<file path="config.mk">
export PLATFORM = sky130hd
export DESIGN_NAME = drive_control
export DESIGN_NICKNAME = d
export VERILOG_FILES = /design/src/hw/drive_pkg.sv /design/src/hw/command_decode.sv /design/src/hw/drive_control.sv
export VERILOG_INCLUDE_DIRS = /design/src /design/src/hw
export SDC_FILE = /design/constraint.sdc
export NUM_CORES = 1
export LEC_CHECK = 0
export BUFFER_PORTS_ARGS = -buffer_cell sky130_fd_sc_hd__buf_2
export CORE_AREA = 2 2 71 73
export CTS_BUF_LIST = sky130_fd_sc_hd__clkbuf_4 sky130_fd_sc_hd__clkbuf_8
export CTS_CLUSTER_SIZE = 28
export DETAILED_ROUTE_END_ITERATION = 8
export DIE_AREA = 0 0 73 75
export PLACE_DENSITY = 0.52
export SKIP_CTS_REPAIR_TIMING = 1
export SYNTH_ARGS = -nofsm -noshare
export SYNTH_HDL_FRONTEND = slang
export SYNTH_SLANG_ARGS = --single-unit
</file>
<file path="constraint.sdc">
create_clock -name clk -period 3.55 [get_ports clk]
set_input_delay 0.71 -clock clk [delete_from_list [all_inputs] [get_ports clk]]
set_output_delay 0.71 -clock clk [all_outputs]
set_load 0.02 [all_outputs]
</file>
<file path="src/hw/drive_consts.svh">
/*
 Constants for the drive state control block: object indices, command
 and status bit positions, quick stop behaviour codes.
 Assumes inclusion by bare name from the design files.
*/
`ifndef DRIVE_CONSTS_SVH
`define DRIVE_CONSTS_SVH

`define IDX_COMMAND     16'h6040
`define IDX_STATUS      16'h6041

`define CMD_SWITCH_ON   0
`define CMD_EN_VOLTAGE  1
`define CMD_QSTOP_N     2
`define CMD_EN_OP       3
`define CMD_MODE_LO     4
`define CMD_MODE_HI     6
`define CMD_FAULT_RST   7
`define CMD_HALT        8
`define CMD_USED_MASK   16'h01ff

`define ST_READY        0
`define ST_SWITCHED_ON  1
`define ST_OP_ENABLED   2
`define ST_FAULT        3
`define ST_VOLTAGE      4
`define ST_QSTOP_N      5
`define ST_SW_DISABLED  6
`define ST_WARNING      7
`define ST_ABORTED      8

`define QS_STAY         3'h5
`define QS_RESUME_MIN   3'h5
`define QS_RESUME_MAX   4'h8

`endif

</file>
<file path="src/hw/drive_pkg.sv">
/*
 Types for the drive state control block.
 Assumes drive_consts.svh is compiled alongside.
*/
package drive_pkg;
  typedef enum logic [2:0] {
    S_NOT_READY   = 3'h0,
    S_SW_DISABLED = 3'h1,
    S_READY       = 3'h2,
    S_SWITCHED_ON = 3'h3,
    S_OP_ENABLED  = 3'h4,
    S_QSTOP       = 3'h5,
    S_FAULT_REACT = 3'h6,
    S_FAULT       = 3'h7
  } drive_state_t;
endpackage : drive_pkg

</file>
<file path="src/hw/command_decode.sv">
/*
 Decodes the command word into drive commands and catches the
 fault reset rising edge.
 Assumes the command word is registered by the caller.
*/
`timescale 1ns/100ps
`include "drive_consts.svh"

module command_decode (
  input  wire logic        clk,
  input  wire logic        nrst,
  input  wire logic [15:0] cmd,
  output logic             shutdown,
  output logic             switch_on,
  output logic             enable_op,
  output logic             disable_voltage,
  output logic             quick_stop,
  output logic             fault_rst_edge
);
  logic fault_rst_reg;
  logic fault_rst_next;

  always_comb begin
    fault_rst_next  = cmd[`CMD_FAULT_RST];
    disable_voltage = !cmd[`CMD_EN_VOLTAGE];
    quick_stop      = cmd[`CMD_EN_VOLTAGE] && !cmd[`CMD_QSTOP_N]; // [RQ5]
    shutdown        = cmd[`CMD_EN_VOLTAGE] && cmd[`CMD_QSTOP_N] &&
                      !cmd[`CMD_SWITCH_ON];
    switch_on       = cmd[`CMD_EN_VOLTAGE] && cmd[`CMD_QSTOP_N] &&
                      cmd[`CMD_SWITCH_ON];
    // All three enable bits together, quick stop not requested
    enable_op       = switch_on && cmd[`CMD_EN_OP]; // [RQ4]
    // Edge only: a held bit never retries the clear
    fault_rst_edge  = cmd[`CMD_FAULT_RST] && !fault_rst_reg; // [RQ7]
  end

  always_ff @(posedge clk or negedge nrst) begin
    if (!nrst) begin
      fault_rst_reg <= 1'b0;
    end else begin
      fault_rst_reg <= fault_rst_next;
    end
  end
endmodule : command_decode

</file>
<file path="src/hw/drive_control.sv">
/*
 Drive state control: command word register, state machine and status
 word. The host writes the command word through cmd_wr/cmd_wdata.
 Assumes fault, warning, bus voltage and trajectory events come in
 synchronous to clk from the power stage and trajectory logic.
*/
`timescale 1ns/100ps
`include "drive_consts.svh"

// How it works
// RQ1 - Enable-operation in quick stop resumes operation when code is 5 to 8
// RQ2 - Host clears fault reset bit itself after leaving fault
// RQ3 - Sixteen-bit read/write command word controls state, output and moves
// RQ4 - Drive enables only with switch on, enable voltage, enable operation; code also raises drive_enable in S_FAULT_REACT from any state but S_FAULT
// RQ5 - Command bit 2 low requests a quick stop
// RQ6 - Command bits 4 to 6 go out to the active operating mode
// RQ7 - Fault clear attempted only on rising edge of bit 7
// RQ8 - Command bit 8 high halts current motion
// RQ9 - Sixteen-bit read-only status word reflects the drive state
// RQ10 - Status bits 0,1,2,6 flag ready, switched on, enabled, disabled
// RQ11 - Status bit 3 shows a latched fault
// RQ12 - Status bit 4 shows bus voltage above minimum
// RQ13 - Status bit 5 reads zero during quick stop
// RQ14 - Status bit 7 shows any warning present
// RQ15 - Status bit 8 set on aborted trajectory, clear on normal finish
// RQ16 - Fault reset in fault enters switch-on-disabled if no fault remains
// RQ17 - Quick stop done or disable voltage leaves quick stop unless code 5
// RQ18 - Reserved command bits 9 to 15 ignored and read as zero
module drive_control (
  input  wire logic        clk,
  input  wire logic        nrst,
  input  wire logic        cmd_wr,
  input  wire logic [15:0] cmd_wdata,
  input  wire logic [2:0]  qstop_code,
  input  wire logic        init_done,
  input  wire logic        fault_active,
  input  wire logic        fault_react_done,
  input  wire logic        qstop_done,
  input  wire logic        bus_voltage_ok,
  input  wire logic        warning_active,
  input  wire logic        traj_aborted,
  input  wire logic        traj_finished,
  output logic [15:0]      command_word,
  output logic [15:0]      status_word,
  output logic             power_on,
  output logic             drive_enable,
  output logic             qstop_run,
  output logic             halt,
  output logic [2:0]       mode_bits
);
  drive_pkg::drive_state_t state_reg;
  drive_pkg::drive_state_t state_next;
  logic [15:0] cmd_reg;
  logic [15:0] cmd_next;
  logic        fault_latch_reg;
  logic        fault_latch_next;
  logic        aborted_reg;
  logic        aborted_next;
  logic [15:0] status_next;
  logic        power_next;
  logic        enable_next;
  logic        qs_run_next;
  logic        c_shutdown;
  logic        c_switch_on;
  logic        c_enable_op;
  logic        c_dis_volt;
  logic        c_qstop;
  logic        c_fault_edge;

  function automatic logic qs_resumable(input logic [2:0] code);
    qs_resumable = (code >= `QS_RESUME_MIN) &&
                   ({1'b0, code} <= `QS_RESUME_MAX);
  endfunction : qs_resumable

  command_decode u_decode (
    .clk             (clk),
    .nrst            (nrst),
    .cmd             (cmd_reg),
    .shutdown        (c_shutdown),
    .switch_on       (c_switch_on),
    .enable_op       (c_enable_op),
    .disable_voltage (c_dis_volt),
    .quick_stop      (c_qstop),
    .fault_rst_edge  (c_fault_edge)
  );

  always_comb begin
    // Reserved bits never stored
    cmd_next = cmd_wr ? (cmd_wdata & `CMD_USED_MASK) : cmd_reg; // [RQ3] [RQ18]
    // Fault input latches; clear only by an edge with fault gone
    fault_latch_next = fault_latch_reg;
    if (fault_active) begin
      fault_latch_next = 1'b1;
    end else if (state_reg == drive_pkg::S_FAULT && c_fault_edge) begin
      fault_latch_next = 1'b0; // [RQ16]
    end
    aborted_next = aborted_reg;
    if (traj_aborted) begin
      aborted_next = 1'b1; // [RQ15]
    end else if (traj_finished) begin
      aborted_next = 1'b0; // [RQ15]
    end
    state_next = state_reg;
    case (state_reg)
      drive_pkg::S_NOT_READY: begin
        if (init_done) state_next = drive_pkg::S_SW_DISABLED;
      end
      drive_pkg::S_SW_DISABLED: begin
        if (c_shutdown) state_next = drive_pkg::S_READY;
      end
      drive_pkg::S_READY: begin
        if (c_dis_volt || c_qstop) state_next = drive_pkg::S_SW_DISABLED;
        else if (c_switch_on) state_next = drive_pkg::S_SWITCHED_ON;
      end
      drive_pkg::S_SWITCHED_ON: begin
        if (c_dis_volt || c_qstop) state_next = drive_pkg::S_SW_DISABLED;
        else if (c_shutdown) state_next = drive_pkg::S_READY;
        else if (c_enable_op) state_next = drive_pkg::S_OP_ENABLED; // [RQ4]
      end
      drive_pkg::S_OP_ENABLED: begin
        if (c_dis_volt) state_next = drive_pkg::S_SW_DISABLED;
        else if (c_qstop) state_next = drive_pkg::S_QSTOP;
        else if (c_shutdown) state_next = drive_pkg::S_READY;
        else if (!c_enable_op) state_next = drive_pkg::S_SWITCHED_ON;
      end
      drive_pkg::S_QSTOP: begin
        if ((qstop_done || c_dis_volt) && qstop_code != `QS_STAY) begin
          state_next = drive_pkg::S_SW_DISABLED; // [RQ17]
        end else if (c_enable_op && qs_resumable(qstop_code)) begin
          state_next = drive_pkg::S_OP_ENABLED; // [RQ1]
        end
      end
      drive_pkg::S_FAULT_REACT: begin
        if (fault_react_done) state_next = drive_pkg::S_FAULT;
      end
      drive_pkg::S_FAULT: begin
        // Host must drop bit 7 before the next attempt [RQ2]
        if (c_fault_edge && !fault_active) begin
          state_next = drive_pkg::S_SW_DISABLED; // [RQ16]
        end
      end
      default: state_next = drive_pkg::S_NOT_READY;
    endcase
    // A new fault overrides any command
    if (fault_active && state_reg != drive_pkg::S_FAULT &&
        state_reg != drive_pkg::S_FAULT_REACT) begin
      state_next = drive_pkg::S_FAULT_REACT;
    end
    power_next  = state_next == drive_pkg::S_SWITCHED_ON ||
                  state_next == drive_pkg::S_OP_ENABLED ||
                  state_next == drive_pkg::S_QSTOP ||
                  state_next == drive_pkg::S_FAULT_REACT;
    enable_next = state_next == drive_pkg::S_OP_ENABLED ||
                  state_next == drive_pkg::S_QSTOP ||
                  state_next == drive_pkg::S_FAULT_REACT;
    qs_run_next = state_next == drive_pkg::S_QSTOP ||
                  state_next == drive_pkg::S_FAULT_REACT;
    status_next = 16'h0000;
    status_next[`ST_READY]       = state_next == drive_pkg::S_READY ||
                                   power_next; // [RQ10]
    status_next[`ST_SWITCHED_ON] = power_next; // [RQ10]
    status_next[`ST_OP_ENABLED]  = enable_next; // [RQ10]
    status_next[`ST_FAULT]       = fault_latch_next ||
                                   state_next == drive_pkg::S_FAULT; // [RQ11]
    status_next[`ST_VOLTAGE]     = bus_voltage_ok; // [RQ12]
    status_next[`ST_QSTOP_N]     = state_next != drive_pkg::S_QSTOP; // [RQ13]
    status_next[`ST_SW_DISABLED] = state_next ==
                                   drive_pkg::S_SW_DISABLED; // [RQ10]
    status_next[`ST_WARNING]     = warning_active; // [RQ14]
    status_next[`ST_ABORTED]     = aborted_next; // [RQ15] [RQ9]
  end

  always_ff @(posedge clk or negedge nrst) begin
    if (!nrst) begin
      state_reg       <= drive_pkg::S_NOT_READY;
      cmd_reg         <= 16'h0000;
      fault_latch_reg <= 1'b0;
      aborted_reg     <= 1'b0;
      command_word    <= 16'h0000;
      status_word     <= 16'h0000;
      power_on        <= 1'b0;
      drive_enable    <= 1'b0;
      qstop_run       <= 1'b0;
      halt            <= 1'b0;
      mode_bits       <= 3'h0;
    end else begin
      state_reg       <= state_next;
      cmd_reg         <= cmd_next;
      fault_latch_reg <= fault_latch_next;
      aborted_reg     <= aborted_next;
      command_word    <= cmd_next;
      status_word     <= status_next;
      power_on        <= power_next;
      drive_enable    <= enable_next;
      qstop_run       <= qs_run_next;
      halt            <= cmd_next[`CMD_HALT]; // [RQ8]
      mode_bits       <= cmd_next[`CMD_MODE_HI:`CMD_MODE_LO]; // [RQ6]
    end
  end

  property p_resume;
    @(posedge clk) disable iff (!nrst)
    (state_reg == drive_pkg::S_QSTOP && c_enable_op && !fault_active &&
     !qstop_done && qs_resumable(qstop_code)) |=>
    drive_enable && !qstop_run;
  endproperty
  a_resume: assert property (p_resume) else $error("no resume"); // [RQ1]

  property p_rsvd;
    @(posedge clk) disable iff (!nrst)
    command_word[15:9] == 7'h00;
  endproperty
  a_rsvd: assert property (p_rsvd) else $error("reserved bits set"); // [RQ18]

  property p_enable;
    @(posedge clk) disable iff (!nrst)
    $rose(drive_enable) && !qstop_run |-> $past(c_enable_op);
  endproperty
  a_enable: assert property (p_enable) else $error("bad enable"); // [RQ4]

  property p_qs_bit;
    @(posedge clk) disable iff (!nrst)
    // Status holds its reset zero for one edge after release
    $past(nrst) |-> status_word[`ST_QSTOP_N] ==
    !(qstop_run && !status_word[`ST_FAULT]);
  endproperty
  a_qs_bit: assert property (p_qs_bit) else $error("qs bit"); // [RQ13]

  property p_fault_clear;
    @(posedge clk) disable iff (!nrst)
    (state_reg == drive_pkg::S_FAULT && cmd_reg[`CMD_FAULT_RST] &&
     $past(cmd_reg[`CMD_FAULT_RST])) |=> state_reg == drive_pkg::S_FAULT;
  endproperty
  a_fault_clear: assert property (p_fault_clear) else $error("retry"); // [RQ7]

  property p_stay;
    @(posedge clk) disable iff (!nrst)
    (state_reg == drive_pkg::S_QSTOP && qstop_code == `QS_STAY &&
     !fault_active) |=> state_reg != drive_pkg::S_SW_DISABLED;
  endproperty
  a_stay: assert property (p_stay) else $error("left qs at 5"); // [RQ17]

  property p_halt;
    @(posedge clk) disable iff (!nrst)
    cmd_wr |=> halt == $past(cmd_wdata[`CMD_HALT]);
  endproperty
  a_halt: assert property (p_halt) else $error("halt"); // [RQ8]

  property p_warn;
    @(posedge clk) disable iff (!nrst)
    warning_active |=> status_word[`ST_WARNING];
  endproperty
  a_warn: assert property (p_warn) else $error("warning"); // [RQ14]
endmodule : drive_control

</file>
==> flow_metrics.py <==
metrics = {
    "cells_and_area": {
        "largest_reg_flops": 9,
        "area.sequential_sq_um": 600.6,
        "num_antenna_cells": 0,
        "multiInputGateArea_sq_um": 603.1,
        "fin_nets": 194,
        "syn_to_final_growth_pct": 15.05,
        "layout.cells.most_common": "buf_2",
        "layout-drive-gt1-share_pct": 40.74,
        "final_cell_mix": "buf_2, dfrtp_1, conb_1",
        "nFillCells": 487,
        "fin_util_pct": 33.45,
    },
    "floorplan": {
        "fp.dieH_um": 75,
        "die_area_sq_um": 5475,
        "start_util_pct": 29.07,
        "rows": 25,
        "core_area_sq_um": 4661,
        "io_pins": 69,
        "die_w_um": 73,
    },
    "worst_setup_path": {
        "crit_family": "compound AO/OA/AOI/OAI gates",
        "slowest_stage": "o32ai_1",
        "cp-end-kind": "flop",
        "cp_num_buf_inv": 1,
        "critPathArrivalTime_ps": 2050,
        "crit_fanout": 3,
        "path_cells": "buf_2 -> and3b_1 -> o211a_1 -> o32ai_1 -> o22ai_2 -> and2_1",
        "crit_required_ps": 3710,
        "startpoint_type": "input port",
        "critical_path_class": "input port to flop",
        "max_stage_delay_ps": 490,
    },
    "grt": {
        "grt_pass1_wl_um": 4188,
        "grt_pass1_vias": 922,
        "groute.usage.overall_pct": 9.836,
        "antenna_found_initial": 0,
        "grt_max_degree": 25,
        "grt_overflow": 0,
    },
    "routing": {
        "wirelength_um": 2690,
        "num_vias": 1001,
        "drtAntennaViolNets": 0,
        "drt-initial-drc-count": 32,
        "dr.pass1.iters": 2,
        "wire_per_inst_um": 12.45,
        "viasPerCell": 4.634,
        "drc": 0,
    },
    "timing": {
        "grt_setup_unrepaired": "no",
        "fin_crit_sh_pct": 53.43,
        "timing.final.hold_violations": 0,
        "setup-tns-final_ps": 0,
        "fmax_mhz": 527.2,
        "skew_ps": 1.475,
        "fin_ws_ps": 1653,
        "slew_headroom_pct": 64.69,
        "min_period_ps": 1897,
        "setup_viol": 0,
        "holdWs_ps": 418.6,
        "drv_slew": 0,
        "worst_slew_pin_slew_ps": 529.6,
    },
    "clocking": {
        "clk_path_buf_depth": 2,
        "h-tree-depth": 1,
        "cts_tree": "yes",
        "cts-root-buf": "clkbuf_8",
        "clock_latency_ps": 260,
        "cts_sinks": 24,
        "path_clk_slew_ps": 80,
        "numCtsBuffers": 3,
    },
    "placement": {
        "gp_congestion": 0.8079,
        "place_hpwl_um": 2127,
        "port_buffers": 47,
        "post-place-ws_ps": 1363,
    },
    "synth": {
        "ys.flop_type": "dfrtp_1",
        "yosys_warnings": 0,
        "async_flop_share_pct": 100.0,
        "ys_seq_elements": 24,
        "syn_area_sq_um": 1355,
        "synth_seq_area_share_pct": 44.32,
        "synth_cell_type_count": 45,
        "syn_area_per_cell_sq_um": 10.93,
        "synthCells": 124,
        "synth_edf_count": 0,
    },
    "power": {
        "leakage_nw": 0.7375,
        "seq_power_share_pct": 41.8,
        "power_density_nw_per_um2": 604.7,
        "switchingPower_w": 0.0003720,
        "swShare_pct": 39.47,
        "clkPwrFrac_pct": 16.4,
        "peakVddDrop_mv": 0.2451,
        "p_int_w": 0.0005706,
        "comb_power_share_pct": 41.8,
    },
    "run_status": {
        "status": "completed",
    },
    "flow_run": {
        "maxCapViolCount": 0,
    },
    "min_path": {
        "hold_path.class": "input port to async pin",
    },
}
[area by class of cell]
cell class,count,area share (%)
clock buffer,3,2.648
inverter,3,0.7223
multi-input combinational,85,38.68
tap,54,4.334
timing repair buffer,47,15.09
sequential,24,38.52
[cell usage after synthesis (2+ instances only)]
library cell	instances	area (sq um)
dfrtp_1	24	600.6
buf_4	21	157.7
mux2_2	9	101.4
nand2_1	7	26.28
nor2b_1	6	37.54
nor2_1	4	15.01
a21o_1	3	22.52
inv_1	3	11.26
a211oi_1	2	15.01
a21oi_1	2	10.01
a22oi_1	2	15.01
a31oi_1	2	12.51
and2_1	2	12.51
buf_6	2	22.52
nand3_1	2	10.01
nand3b_1	2	15.01
o21ai_0	2	10.01
or3_1	2	12.51
[power groups by stage]
stage	Clock [W]	Sequential, W	Combinational (W)
after floorplan	0	0.000424	0.000307
after global placement	0	0.000395	0.000395
after detailed placement	0	0.000400	0.000401
after CTS	0.000163	0.000395	0.000402
after global routing	0.000177	0.000406	0.000432
final	0.000155	0.000394	0.000394
[cell families after synthesis]
logic type / share of synthesized area [%]
xor gates and xnor gates: 0.6465
AOI/OAI and AO/OA: 16.16
buffers and inverters: 14.77
other: 0.2767
DFF: 44.32
muxes: 8.218
and+or+nand+nor: 15.61
[worst register-to-register path: stages (launching register included)]
cell	delay, ps
dfrtp_1	480
and3b_1	220
o211a_1	240
o32ai_1	490
o22ai_2	180
and2_1	180
[metal layers]
layer,global-route usage [%],wire (um),vias up
li1,-,-,479
met1,13.36,1149,474
met2,15.52,1340,45
met3,1.874,171,3
met4,3.909,29,0
met5,0,0,-
[final timing paths]
path	endpoint	from	slack, ps	cells past startpoint
setup / recovery	status_word[2]$_DFF_PN0_	qstop_code[1]	1650	6
hold / removal	status_word[8]$_DFF_PN0_	nrst	420	1
setup reg to reg	status_word[2]$_DFF_PN0_	cmd_reg[1]$_DFFE_PN0P_	1660	5
hold reg to reg	u_decode.fault_rst_reg$_DFF_PN0_	cmd_reg[7]$_DFFE_PN0P_	460	0
max in group asynchronous	cmd_reg[2]$_DFFE_PN0P_	nrst	2780	1
min in group clk	u_decode.fault_rst_reg$_DFF_PN0_	cmd_reg[7]$_DFFE_PN0P_	460	0
[per-stage QoR]
stage	area, sq um	instances	total power [W]
6_report	1559	216	0.0009427
5_1_grt	1559	216	0.001015
4_1_cts	1559	216	0.0009594
3_5_place_dp	1518	213	0.0008006
3_3_place_gp	1518	213	0.0007905
2_1_floorplan	1404	137	0.0007314
(Power assumes the default switching activity.)
